`config.mk`:
```
export PLATFORM = sky130hd
export DESIGN_NAME = sfs_status_read
export DESIGN_NICKNAME = d
export VERILOG_FILES = /design/src/sfs_pkg.sv /design/src/sfs_status_read.sv
export SDC_FILE = /design/constraint.sdc
export NUM_CORES = 1
export LEC_CHECK = 0
export ABC_AREA = 1
export BUFFER_PORTS_ARGS = -buffer_cell sky130_fd_sc_hd__buf_2
export CAP_MARGIN = 20
export CORE_ASPECT_RATIO = 1.5
export CORE_MARGIN = 3
export CORE_UTILIZATION = 61
export DETAILED_ROUTE_END_ITERATION = 6
export GPL_TIMING_DRIVEN = 0
export PLACE_DENSITY = 0.88
export SLEW_MARGIN = 20
export SYNTH_ARGS = -nofsm -noshare
export SYNTH_HDL_FRONTEND = slang
export SYNTH_SLANG_ARGS = --single-unit
```
`constraint.sdc`:
```
create_clock -name clk -period 2.3 [get_ports clk]
set_clock_uncertainty 0.15 [all_clocks]
set_input_delay 0.115 -clock clk [delete_from_list [all_inputs] [get_ports clk]]
set_output_delay 0.115 -clock clk [all_outputs]
set_load 0.005 [all_outputs]
```
`src/sfs_pkg.sv`:
```
// Purpose: Shared constants and types of the serial flash status/read sequencer.
// Assumes: 50 MHz system clock; serial pins are synchronised inside the block.
// Notes:   Status bit layouts, write masks, opcodes and timing counts live here.
package sfs_pkg;

    // Opcodes
    localparam logic [7:0] OP_WR_EN     = 8'h06;
    localparam logic [7:0] OP_WR_DIS    = 8'h04;
    localparam logic [7:0] OP_VOL_EN    = 8'h50;
    localparam logic [7:0] OP_RD_STAT1  = 8'h05;
    localparam logic [7:0] OP_RD_STAT2  = 8'h35;
    localparam logic [7:0] OP_RD_STAT3  = 8'h15;
    localparam logic [7:0] OP_WR_STAT1  = 8'h01;
    localparam logic [7:0] OP_WR_STAT2  = 8'h31;
    localparam logic [7:0] OP_WR_STAT3  = 8'h11;
    localparam logic [7:0] OP_READ      = 8'h03;

    // Field positions
    localparam int SR1_BUSY_BIT = 0;
    localparam int SR1_WEL_BIT  = 1;

    // Writable bits per register, one-time, lock and quad-enable bits of register two
    localparam logic [7:0] SR1_WMASK    = 8'hfc;
    localparam logic [7:0] SR2_WMASK    = 8'h7b;
    localparam logic [7:0] SR3_WMASK    = 8'he6;
    localparam logic [7:0] SR2_OTP_MASK = 8'h38;
    localparam logic [7:0] SR2_LOCK1    = 8'h01;
    localparam logic [7:0] SR2_QE       = 8'h02;

    // Stored values after power-up
    localparam logic [7:0] SR1_RST = 8'h00;
    localparam logic [7:0] SR2_RST = 8'h00;
    localparam logic [7:0] SR3_RST = 8'h00;

    // Bit counts
    localparam logic [4:0] LAST_OP_BIT   = 5'h07;
    localparam logic [4:0] LAST_ADDR_BIT = 5'h17;
    localparam logic [4:0] ONE_BYTE      = 5'h08;
    localparam logic [4:0] TWO_BYTES     = 5'h10;
    localparam logic [4:0] BITS_SAT      = 5'h1f;

    // Timing
    localparam int CLK_PERIOD_NS        = 20;
    localparam int STATUS_WRITE_TIME_NS = 10000;
    localparam int VOL_REFRESH_TIME_NS  = 50;
    localparam int STATUS_WRITE_CYC =
        (STATUS_WRITE_TIME_NS + CLK_PERIOD_NS - 1) / CLK_PERIOD_NS;
    localparam int VOL_REFRESH_CYC  =
        (VOL_REFRESH_TIME_NS / CLK_PERIOD_NS) < 1 ? 1 : VOL_REFRESH_TIME_NS / CLK_PERIOD_NS;

    typedef enum logic [2:0] {
        ST_CMD, ST_ADDR, ST_STAT_OUT, ST_DATA_OUT, ST_STAT_IN, ST_SKIP
    } sfs_state_t;

    typedef enum logic [1:0] {PC_NONE, PC_WR_EN, PC_WR_DIS, PC_VOL_EN} sfs_pend_t;

endpackage

```
`src/sfs_status_read.sv`:
```
// Purpose: Command decoder for write enable/disable, status read/write and plain read.
// Assumes: Host drives chip select, serial clock and data; all pass two flip-flops here.
// Notes:   Array lookup is external: mem_rdata must be valid one clk after mem_addr_q.
`timescale 1ns/1ps

module sfs_status_read
    import sfs_pkg::*;
#(
    parameter int STATUS_WRITE_CYCLES = STATUS_WRITE_CYC,
    parameter int REFRESH_CYCLES      = VOL_REFRESH_CYC
) (
    // Clock and reset
    input  wire logic        clk,
    input  wire logic        rstn,
    // Serial pins to and from host
    input  wire logic        chip_select_n,
    input  wire logic        serial_clk,
    input  wire logic        serial_in,
    output logic             serial_out_q,
    output logic             serial_out_en_q,
    // Array read port
    output logic [23:0]      mem_addr_q,
    input  wire logic [7:0]  mem_rdata,
    // Mode and array engine
    input  wire logic        four_wire_command_mode,
    input  wire logic        array_busy,
    input  wire logic        array_op_done,
    input  wire logic        soft_reset,
    // Status view
    output logic [7:0]       status1_q,
    output logic [7:0]       status2_q,
    output logic [7:0]       status3_q,
    output logic             write_enable_latch_q,
    output logic             busy_q
);

    logic       cs_m_q, cs_s_q, cs_d_q;
    logic       sck_m_q, sck_s_q, sck_d_q;
    logic       si_m_q, si_s_q;
    logic       sck_rise, sck_fall, cs_rise;
    sfs_state_t state_q;
    sfs_pend_t  pend_q;
    logic [4:0] cnt_q;
    logic [4:0] dbits_q;
    logic [1:0] sel_q;
    logic [15:0] dat_q;
    logic [7:0] sh_nx;
    logic [2:0] ocnt_q;
    logic [7:0] hold_q, src_byte, cur_byte, stat_sel;
    logic [7:0] nv1_q, nv2_q, nv3_q;
    logic [7:0] p1_q, p2_q, p3_q;
    logic [2:0] pmask_q, wmask;
    logic       wip_q, vol_arm_q, vpend_q;
    logic [15:0] tmr_q;
    logic       busy_w, go, vol_go, wr_done, vol_done;
    logic [7:0] v1, m2;
    logic [7:0] keep2;

    // Two-stage synchronisers, plus one delay stage for edge detection
    always_ff @(posedge clk or negedge rstn) begin
        if (!rstn) begin
            cs_m_q  <= 1'b1;
            cs_s_q  <= 1'b1;
            cs_d_q  <= 1'b1;
            sck_m_q <= 1'b0;
            sck_s_q <= 1'b0;
            sck_d_q <= 1'b0;
            si_m_q  <= 1'b0;
            si_s_q  <= 1'b0;
        end else begin
            cs_m_q  <= chip_select_n;
            cs_s_q  <= cs_m_q;
            cs_d_q  <= cs_s_q;
            sck_m_q <= serial_clk;
            sck_s_q <= sck_m_q;
            sck_d_q <= sck_s_q;
            si_m_q  <= serial_in;
            si_s_q  <= si_m_q;
        end
    end

    // Edges of the framed serial clock
    assign sck_rise = sck_s_q & ~sck_d_q & ~cs_s_q;
    assign sck_fall = ~sck_s_q & sck_d_q & ~cs_s_q;
    assign cs_rise  = cs_s_q & ~cs_d_q;
    assign sh_nx    = {dat_q[6:0], si_s_q};
    assign busy_w   = wip_q | array_busy;

    // Command decoder, bits taken on rising edges
    always_ff @(posedge clk or negedge rstn) begin
        if (!rstn) begin
            state_q <= ST_CMD;
            pend_q  <= PC_NONE;
            cnt_q   <= 5'h00;
            dbits_q <= 5'h00;
            sel_q   <= 2'h0;
            dat_q   <= 16'h0000;
        end else if (cs_rise) begin
            state_q <= ST_CMD;
            pend_q  <= PC_NONE;
            cnt_q   <= 5'h00;
            dbits_q <= 5'h00;
        end else if (sck_rise) begin
            dat_q <= {dat_q[14:0], si_s_q};
            case (state_q)
                ST_CMD: begin
                    cnt_q <= cnt_q + 5'h01;
                    if (cnt_q == LAST_OP_BIT) begin
                        cnt_q   <= 5'h00;
                        state_q <= ST_SKIP;
                        case (sh_nx)
                            OP_WR_EN:    pend_q <= PC_WR_EN;
                            OP_WR_DIS:   pend_q <= PC_WR_DIS;
                            OP_VOL_EN:   pend_q <= PC_VOL_EN;
                            OP_RD_STAT1: begin
                                sel_q   <= 2'h0;
                                state_q <= ST_STAT_OUT;
                            end
                            OP_RD_STAT2: begin
                                sel_q   <= 2'h1;
                                state_q <= ST_STAT_OUT;
                            end
                            OP_RD_STAT3: begin
                                sel_q   <= 2'h2;
                                state_q <= ST_STAT_OUT;
                            end
                            OP_WR_STAT1: begin
                                sel_q   <= 2'h0;
                                state_q <= ST_STAT_IN;
                            end
                            OP_WR_STAT2: begin
                                sel_q   <= 2'h1;
                                state_q <= ST_STAT_IN;
                            end
                            OP_WR_STAT3: begin
                                sel_q   <= 2'h2;
                                state_q <= ST_STAT_IN;
                            end
                            OP_READ: begin
                                if (!busy_w && !four_wire_command_mode) begin
                                    state_q <= ST_ADDR;
                                end
                            end
                            default: state_q <= ST_SKIP;
                        endcase
                    end
                end
                ST_ADDR: begin
                    cnt_q <= cnt_q + 5'h01;
                    if (cnt_q == LAST_ADDR_BIT) begin
                        state_q <= ST_DATA_OUT;
                    end
                end
                ST_STAT_IN: begin
                    if (dbits_q != BITS_SAT) begin
                        dbits_q <= dbits_q + 5'h01;
                    end
                end
                default: state_q <= state_q;
            endcase
        end
    end

    // Address shift during the address phase, increment after each byte
    always_ff @(posedge clk or negedge rstn) begin
        if (!rstn) begin
            mem_addr_q <= 24'h000000;
        end else if (sck_rise && state_q == ST_ADDR) begin
            mem_addr_q <= {mem_addr_q[22:0], si_s_q};
        end else if (sck_fall && state_q == ST_DATA_OUT && ocnt_q == 3'h7) begin
            mem_addr_q <= mem_addr_q + 24'h000001;
        end
    end

    // Byte source for the output shifter
    always_comb begin
        case (sel_q)
            2'h0:    stat_sel = {status1_q[7:2], write_enable_latch_q, busy_w};
            2'h1:    stat_sel = status2_q;
            default: stat_sel = status3_q;
        endcase
        src_byte = (state_q == ST_STAT_OUT) ? stat_sel : mem_rdata;
        cur_byte = (ocnt_q == 3'h0) ? src_byte : hold_q;
    end

    // Output shifter, bits driven on falling edges, MSB first
    always_ff @(posedge clk or negedge rstn) begin
        if (!rstn) begin
            ocnt_q          <= 3'h0;
            hold_q          <= 8'h00;
            serial_out_q    <= 1'b0;
            serial_out_en_q <= 1'b0;
        end else if (cs_s_q) begin
            ocnt_q          <= 3'h0;
            serial_out_en_q <= 1'b0;
        end else if (sck_fall && (state_q == ST_STAT_OUT || state_q == ST_DATA_OUT)) begin
            serial_out_q    <= cur_byte[3'h7 - ocnt_q];
            hold_q          <= cur_byte;
            ocnt_q          <= ocnt_q + 3'h1;
            serial_out_en_q <= 1'b1;
        end
    end

    // Status write decode at frame end
    always_comb begin
        wmask[0] = (sel_q == 2'h0) && (dbits_q == ONE_BYTE || dbits_q == TWO_BYTES);
        wmask[1] = ((sel_q == 2'h1) && dbits_q == ONE_BYTE)
                   || ((sel_q == 2'h0) && dbits_q == TWO_BYTES);
        wmask[2] = (sel_q == 2'h2) && dbits_q == ONE_BYTE;
        v1       = (dbits_q == TWO_BYTES) ? dat_q[15:8] : dat_q[7:0];
        m2       = four_wire_command_mode ? (SR2_WMASK & ~SR2_QE) : SR2_WMASK;
        keep2    = vol_arm_q ? (SR2_OTP_MASK | SR2_LOCK1) : SR2_OTP_MASK;
        go       = cs_rise && state_q == ST_STAT_IN && (wmask != 3'h0) && !busy_w;
        vol_go   = go && vol_arm_q;
        wr_done  = wip_q && (tmr_q == 16'h0000);
        vol_done = vpend_q && (tmr_q == 16'h0000);
    end

    // Status registers, stored copies, latch and write timing
    always_ff @(posedge clk or negedge rstn) begin
        if (!rstn) begin
            status1_q <= SR1_RST;
            status2_q <= SR2_RST;
            status3_q <= SR3_RST;
            nv1_q     <= SR1_RST;
            nv2_q     <= SR2_RST;
            nv3_q     <= SR3_RST;
            p1_q      <= 8'h00;
            p2_q      <= 8'h00;
            p3_q      <= 8'h00;
            pmask_q   <= 3'h0;
            write_enable_latch_q <= 1'b0;
            wip_q     <= 1'b0;
            vpend_q   <= 1'b0;
            vol_arm_q <= 1'b0;
            tmr_q     <= 16'h0000;
        end else if (soft_reset) begin
            status1_q <= nv1_q;
            status2_q <= nv2_q;
            status3_q <= nv3_q;
            write_enable_latch_q <= 1'b0;
            wip_q     <= 1'b0;
            vpend_q   <= 1'b0;
            vol_arm_q <= 1'b0;
        end else begin
            if (cs_rise) begin
                vol_arm_q <= (pend_q == PC_VOL_EN);
                if (pend_q == PC_WR_EN) begin
                    write_enable_latch_q <= 1'b1;
                end else if (pend_q == PC_WR_DIS) begin
                    write_enable_latch_q <= 1'b0;
                end
            end
            if (go && (vol_arm_q || write_enable_latch_q)) begin
                p1_q    <= (status1_q & ~SR1_WMASK) | (v1 & SR1_WMASK);
                p2_q    <= (status2_q & ~m2) | (dat_q[7:0] & m2) | (status2_q & keep2);
                p3_q    <= (status3_q & ~SR3_WMASK) | (dat_q[7:0] & SR3_WMASK);
                pmask_q <= wmask;
                if (vol_go) begin
                    vpend_q <= 1'b1;
                    tmr_q   <= 16'(REFRESH_CYCLES - 1);
                end else begin
                    wip_q   <= 1'b1;
                    tmr_q   <= 16'(STATUS_WRITE_CYCLES - 1);
                end
            end else if (tmr_q != 16'h0000) begin
                tmr_q <= tmr_q - 16'h0001;
            end
            if (wr_done || vol_done) begin
                wip_q   <= 1'b0;
                vpend_q <= 1'b0;
                if (pmask_q[0]) status1_q <= p1_q;
                if (pmask_q[1]) status2_q <= p2_q;
                if (pmask_q[2]) status3_q <= p3_q;
            end
            if (wr_done) begin
                if (pmask_q[0]) nv1_q <= p1_q;
                if (pmask_q[1]) nv2_q <= p2_q;
                if (pmask_q[2]) nv3_q <= p3_q;
            end
            if (wr_done || array_op_done) begin
                write_enable_latch_q <= 1'b0;
            end
        end
    end

    // Registered busy view
    always_ff @(posedge clk or negedge rstn) begin
        if (!rstn) begin
            busy_q <= 1'b0;
        end else begin
            busy_q <= busy_w;
        end
    end

endmodule

```
# After elaboration in Yosys (flattened, before gate mapping)
# Cells that the tools add are included.
word_totals:
  ff_bits: 174
  inputBits: 17
  out_inout_bits: 52
  word_cells: 225
op_classes:
  add_sub_neg: 6
  magnitude_cmp: 1
  n_eq_ne: 28
  mux: 62
  bitwise: 20
  n_reduce_logical: 73
ops:
  columns: ["cell", "count"]
  rows:
  - ["2-to-1 mux 8 bit", 12]
  - ["2-to-1 mux 24 bit", 2]
  - ["2-to-1 mux 5 bit", 7]
  - ["2-to-1 mux 16 bit", 2]
  - ["nonzero test 2 bit", 13]
  - ["adder 24 x 1 -> 24 bit (second input constant)", 1]
  - ["== test 8 x 3 -> 1 bit (second input constant)", 3]
  - ["AND reduction 2 bit", 11]
  - ["2-to-1 mux 3 bit", 7]
  - ["2-to-1 mux 1 bit", 19]
  - ["nonzero test 3 bit", 6]
  - ["== test 8 x 5 -> 1 bit (second input constant)", 2]
  - ["== test 8 x 6 -> 1 bit (second input constant)", 2]
  - ["logical AND 1 bit", 16]
  - ["logical NOT 16 bit", 1]
  - ["OR 8 bit", 2]
  - ["one-hot mux 8 bit (2 select lines)", 1]
  - ["nonzero test 16 bit", 1]
  - ["subtractor 16 x 1 -> 16 bit (second input constant)", 1]
  - ["one-hot mux 2 bit (3 select lines)", 2]
  - ["AND reduction 3 bit", 4]
  - ["adder 5 x 1 -> 5 bit (second input constant)", 2]
  - ["== test 5 bit (second input constant)", 2]
  - ["2-to-1 mux 2 bit", 5]
  - ["other kinds (39)", 66]

# Logic depth before layout (Yosys ltp)
logic_depth:
  ltp_word: 11
  mapped_depth: 13
  ltp_nobuf: 12

# Worst setup path before layout
# No wires, ideal clock.
synth_path:
  kind: "reg2reg"
  startpoint: "register cs_s_q"
  endpoint: "register p1_q[7]"
  setup_ps: 123
  t_arrival_ps: 1706
  required_ps: 2027
  slack_ps: 320
  stages_incl_launch_ff: 11
  n_path_buf: 2
  synth_period_minus_slack_ps: 1980
  path_cell_list: "dfstp_2 inv_2 or2_1 buf_6 nor3_4 nand3_2 nand2_2 nand2_4 buf_6 nand2_1 o21ai_2"
synth_via:
  elab_chain_cells: 6
synth_lines:
  columns: ["element", "line", "rtl"]
  rows:
  - ["from (decl)", "sfs_status_read.sv:37", "logic cs_m_q, cs_s_q, cs_d_q;"]
  - ["from (signal assigned)", "sfs_status_read.sv:72", "cs_s_q <= cs_m_q;"]
  - ["AND 1 bit", "sfs_status_read.sv:85", "assign cs_rise = cs_s_q & ~cs_d_q;"]
  - ["logical AND 1 bit (3 in series)", "sfs_status_read.sv:213", "go = cs_rise && state_q == ST_STAT_IN && (wmask != 3'h0) && !busy_w;"]
  - ["logical AND 1 bit", "sfs_status_read.sv:254", "if (go && (vol_arm_q || write_enable_latch_q)) begin"]
  - ["AND reduction 2 bit (no line)", null, null]
  - ["to (signal assigned)", "sfs_status_read.sv:255", "p1_q <= (status1_q & ~SR1_WMASK) | (v1 & SR1_WMASK);"]
  - ["to (decl)", "sfs_status_read.sv:51", "logic [7:0] p1_q, p2_q, p3_q;"]
# Every way passes these cells.
# A chain may end at the register's enable or synchronous reset.

# Worst setup path after layout
layout_path:
  startpoint: "register tmr_q[3]"
  endpoint: "register status3_q[5]"
layout_via:
  elab_chain_cells: 5
  elab_cells_between_ends: 6
  classes_between: "reduce/logical: 6"
layout_lines:
  columns: ["element", "line", "rtl"]
  rows:
  - ["from (decl)", "sfs_status_read.sv:54", "logic [15:0] tmr_q;"]
  - ["from (signal assigned)", "sfs_status_read.sv:261", "tmr_q <= 16'(REFRESH_CYCLES - 1);"]
  - ["from (signal assigned)", "sfs_status_read.sv:264", "tmr_q <= 16'(STATUS_WRITE_CYCLES - 1);"]
  - ["from (signal assigned)", "sfs_status_read.sv:267", "tmr_q <= tmr_q - 16'h0001;"]
  - ["logical NOT 16 bit (*)", "sfs_status_read.sv:215, sfs_status_read.sv:216", null]
  - ["logical AND 1 bit, on equally long branches", "sfs_status_read.sv:215, sfs_status_read.sv:216", null]
  - ["logical OR 1 bit (*)", "sfs_status_read.sv:269", "if (wr_done || vol_done) begin"]
  - ["nonzero test 2 bit (no line) (*)", null, null]
  - ["AND reduction 2 bit (no line) (*)", null, null]
  - ["to (signal assigned)", "sfs_status_read.sv:240", "status3_q <= nv3_q;"]
  - ["to (signal assigned)", "sfs_status_read.sv:274", "if (pmask_q[2]) status3_q <= p3_q;"]
  - ["to (decl)", "sfs_status_read.sv:32", "output logic [7:0] status3_q,"]
# Mark *: on every way between the ends. The rest lies on a longest branch, timed or not.

==> impl_metrics.toml <==
[yosys]
synthesis.nets = 1159
yosys_warnings = 0
synthArstFlopShare = 1.00
syn_area_mm2 = 0.00897
syn_inst = 1132
avgSynthCellArea_um2 = 7.93
yosys.area.top_type = "dfrtp_1"
ys.flop_type = "dfrtp_1"
ys_types = 46
ys_seq_area_frac = 0.483
synth_top_area_frac = 0.474
ys_seq_elements = 173
synth_edf_count = 0
netlist_top_cells_area = "dfrtp_1 47%, nand2_1 12%, inv_1 5.4%, nand3_1 4.5%, nor2_1 4.2%"

[global_route]
antenna_found_initial = 0
grt_use_total = 0.309
grt_pass1_vias = 8174
grt_pass1_wl_um = 40000
grt_start_max_net_pins = 96
gr-total-overflow = 0

[timing]
fmax_mhz = 442
maxSlewHeadroom = 0.561
tightest_slew_ns = 0.658
fin_setup_tns_ns = 0
rsz0062_at_grt = "true"
holdWs_ns = 0.0555
slew_viol_final = 0
setup_viol = 0
final.period_utilization = 0.984
period_minus_slack_ns = 2.26
report.final.hold_viol_count = 0

[routing]
drc = 0
dr_wl_met2_um = 13000
routedWlPerCell_um = 17.9
highest_layer = "met4"
drt_pre_antenna_iters = 6
m1WireLength_um = 9430
routed_wirelength_um = 26200
drt-initial-drc-count = 1088
postRouteAntennaNets = 0
routed_via_density = 6.00
vias = 8755
met3_wirelength_um = 1980

[power]
power.density_cell_area_mw_per_mm2 = 757
p_leak_nw = 5.20
peakVddDrop_mv = 0.469

[layout]
n_fill_cell = 1007
layout_common_cells = "288 x nand2_1, 169 x dfrtp_1, 128 x inv_1"
mostFrequentLayoutCell = "nand2_1"
final_nets = 1281
drive_above_1_share = 0.155
multi_input_area_mm2 = 0.00399
areaGrowthSynthToFinish_pct = 18.5
register_area_mm2 = 0.00433
n_antenna_cell = 0

[worst_setup_path]
path_cells = "nor2_1 -> nand4_1 -> nor2_1 -> nand2_2 -> a21oi_4 -> nand2_1 -> nand2_2 -> buf_4 -> nor2_1 -> a21oi_1"
worst_setup_path_end_kind = "flip-flop"
rrSetupSlack_ns = 0.04
reg2reg_depth = 10
startpoint_type = "flip-flop"
required_ns = 2.49
slowest_delay_ns = 0.40
crit_top_cell = "nor2_1"
timing.rr.start = "tmr_q[3]$_DFFE_PN0P_"
crit_type = "reg2reg"
crit-reg2reg-capture = "status3_q[5]$_DFFE_PN0P_"
cp_max_fo = 10
worstPathArrival_ns = 2.46
slowest_stage = "dfrtp_1"

[min_path]
min_path_cells = 7
min_to = "state_q[2]$_DFFE_PN0P_"
min_from = "four_wire_command_mode"
hp-class = "in2reg"

[die]
io_pins = 69
start_util = 0.632
die_area_mm2 = 0.0162
rows = 53
fp.dieW_um = 105
coreArea_mm2 = 0.0142
die_h_um = 155

[place]
io_buffers = 67
dp_hpwl_um = 16900
place_congestion = 0.943

[clocking]
cts_buffer_depth = 2
cts_sinks = 173
cts.clk_slew.worst_paths_ns = 0.07
clkLatencyLatePin_ns = 0.43
htree_num_levels = 4
numCtsBuffers = 17
cts_tree = "yes"
cts_root_buffer = "clkbuf_16"

[run_status]
status = "complete, no violations"

[job]
maxCapViolations = 0
flip-flops by register name, summed over array words and instances, names as in the netlist, 3 cells and up:
register	cells
tmr_q	16
p2_q	8
hold_q	8
p3_q	7
status2_q	8
dat_q	16
status3_q	8
cnt_q	5
ocnt_q	3
nv2_q	8
dbits_q	5
nv1_q	8
p1_q	8
mem_addr_q	24
nv3_q	8
status1_q	8
pmask_q	3
state_q	3
cell type report:
class,instances,share of cell area
sequential,173,0.408
inverter,137,0.0484
multi-input combinational,782,0.375
tap,192,0.0226
clock inverter,9,0.0127
timing repair buffer,103,0.0659
clock buffer,23,0.0450
buffer,40,0.0225
cell usage after synthesis, drive strengths merged, types with 14 or more instances:
cell type	n
a21oi	48
xor2	24
nand2	302
dfrtp	170
clkbuf	23
nand4	29
nand3	85
nor2	106
o21ai	106
buf	17
inv	137
nor3	14
kinds of logic after synthesis:
| logic type | count (synthesis) | share of synthesized area |
|---|---|---|
| and+or+nand+nor | 547 | 0.270 |
| AOI/OAI and AO/OA | 196 | 0.124 |
| buffers and inverters | 177 | 0.0810 |
| DFF | 173 | 0.483 |
| xor gates and xnor gates | 29 | 0.0283 |
| adders and majority gates | 10 | 0.0139 |
per-stage QoR:
stage / utilization / instances / instance area [um^2] / power [mW] / setup WS (ns)
global placement: 0.673 / 1391 / 9550 / 4.87 / -1.67
CTS: 0.734 / 1445 / 10400 / 7.93 / 0.00502
global route: 0.749 / 1459 / 10600 / 8.37 / -0.0867
floorplan: - / 1132 / 8970 / 4.50 / 0.320
detailed placement: 0.676 / 1392 / 9590 / 4.94 / -0.180
finish: 0.749 / 1459 / 10600 / 8.04 / 0.0373
how the worst max path moves through the flow:
stage | depth (start not counted) | endpoint | from
6_report | 10 | status3_q[5]$_DFFE_PN0P_ | tmr_q[3]$_DFFE_PN0P_
5_1_grt | 8 | nv3_q[4]$_DFFE_PN0P_ | tmr_q[13]$_DFFE_PN0P_
4_1_cts | 10 | tmr_q[15]$_DFFE_PN0P_ | cs_s_q$_DFF_PN1_
3_5_place_dp | 11 | p2_q[0]$_DFFE_PN0P_ | dbits_q[0]$_DFFE_PN0P_
3_3_place_gp | 1 | cnt_q[3]$_DFFE_PN0P_ | rstn
2_1_floorplan | 10 | p1_q[7]$_DFFE_PN0P_ | cs_s_q$_DFF_PN1_
layer usage:
layer / global-route usage / up-vias
li1: - / 3934
met4: 0.176 / 0
met5: 0 / -
met1: 0.367 / 4130
met2: 0.531 / 529
met3: 0.0493 / 162
what timing repair did:
| action | in CTS | in global routing |
|---|---|---|
| pin swaps | 4 | 5 |
| endpoints found under the hold margin | 91 | 0 |
| setup endpoints to repair | 63 | 96 |
| hold buffers | 14 | 0 |
| gates cloned | 0 | 1 |
| resized for setup | 3 | 28 |
| setup buffers | 7 | 13 |
critical path: cells and delay by family, from the launching register on:
kind	cells	cell delay [ns]
AOI/OAI and AO/OA	2	0.35
and+or+nand+nor	7	1.08
buffers and inverters	1	0.20
DFF	1	0.40
power by group:
| part | total (mW) | leakage [nW] | internal (mW) | switching, mW |
|---|---|---|---|---|
| registers | 3.58 | 2.19 | 3.28 | 0.293 |
| logic | 1.43 | 2.72 | 0.521 | 0.913 |
| clock network | 3.03 | 0.290 | 1.80 | 1.23 |
Note: power is estimated with default switching activity, not from simulation.
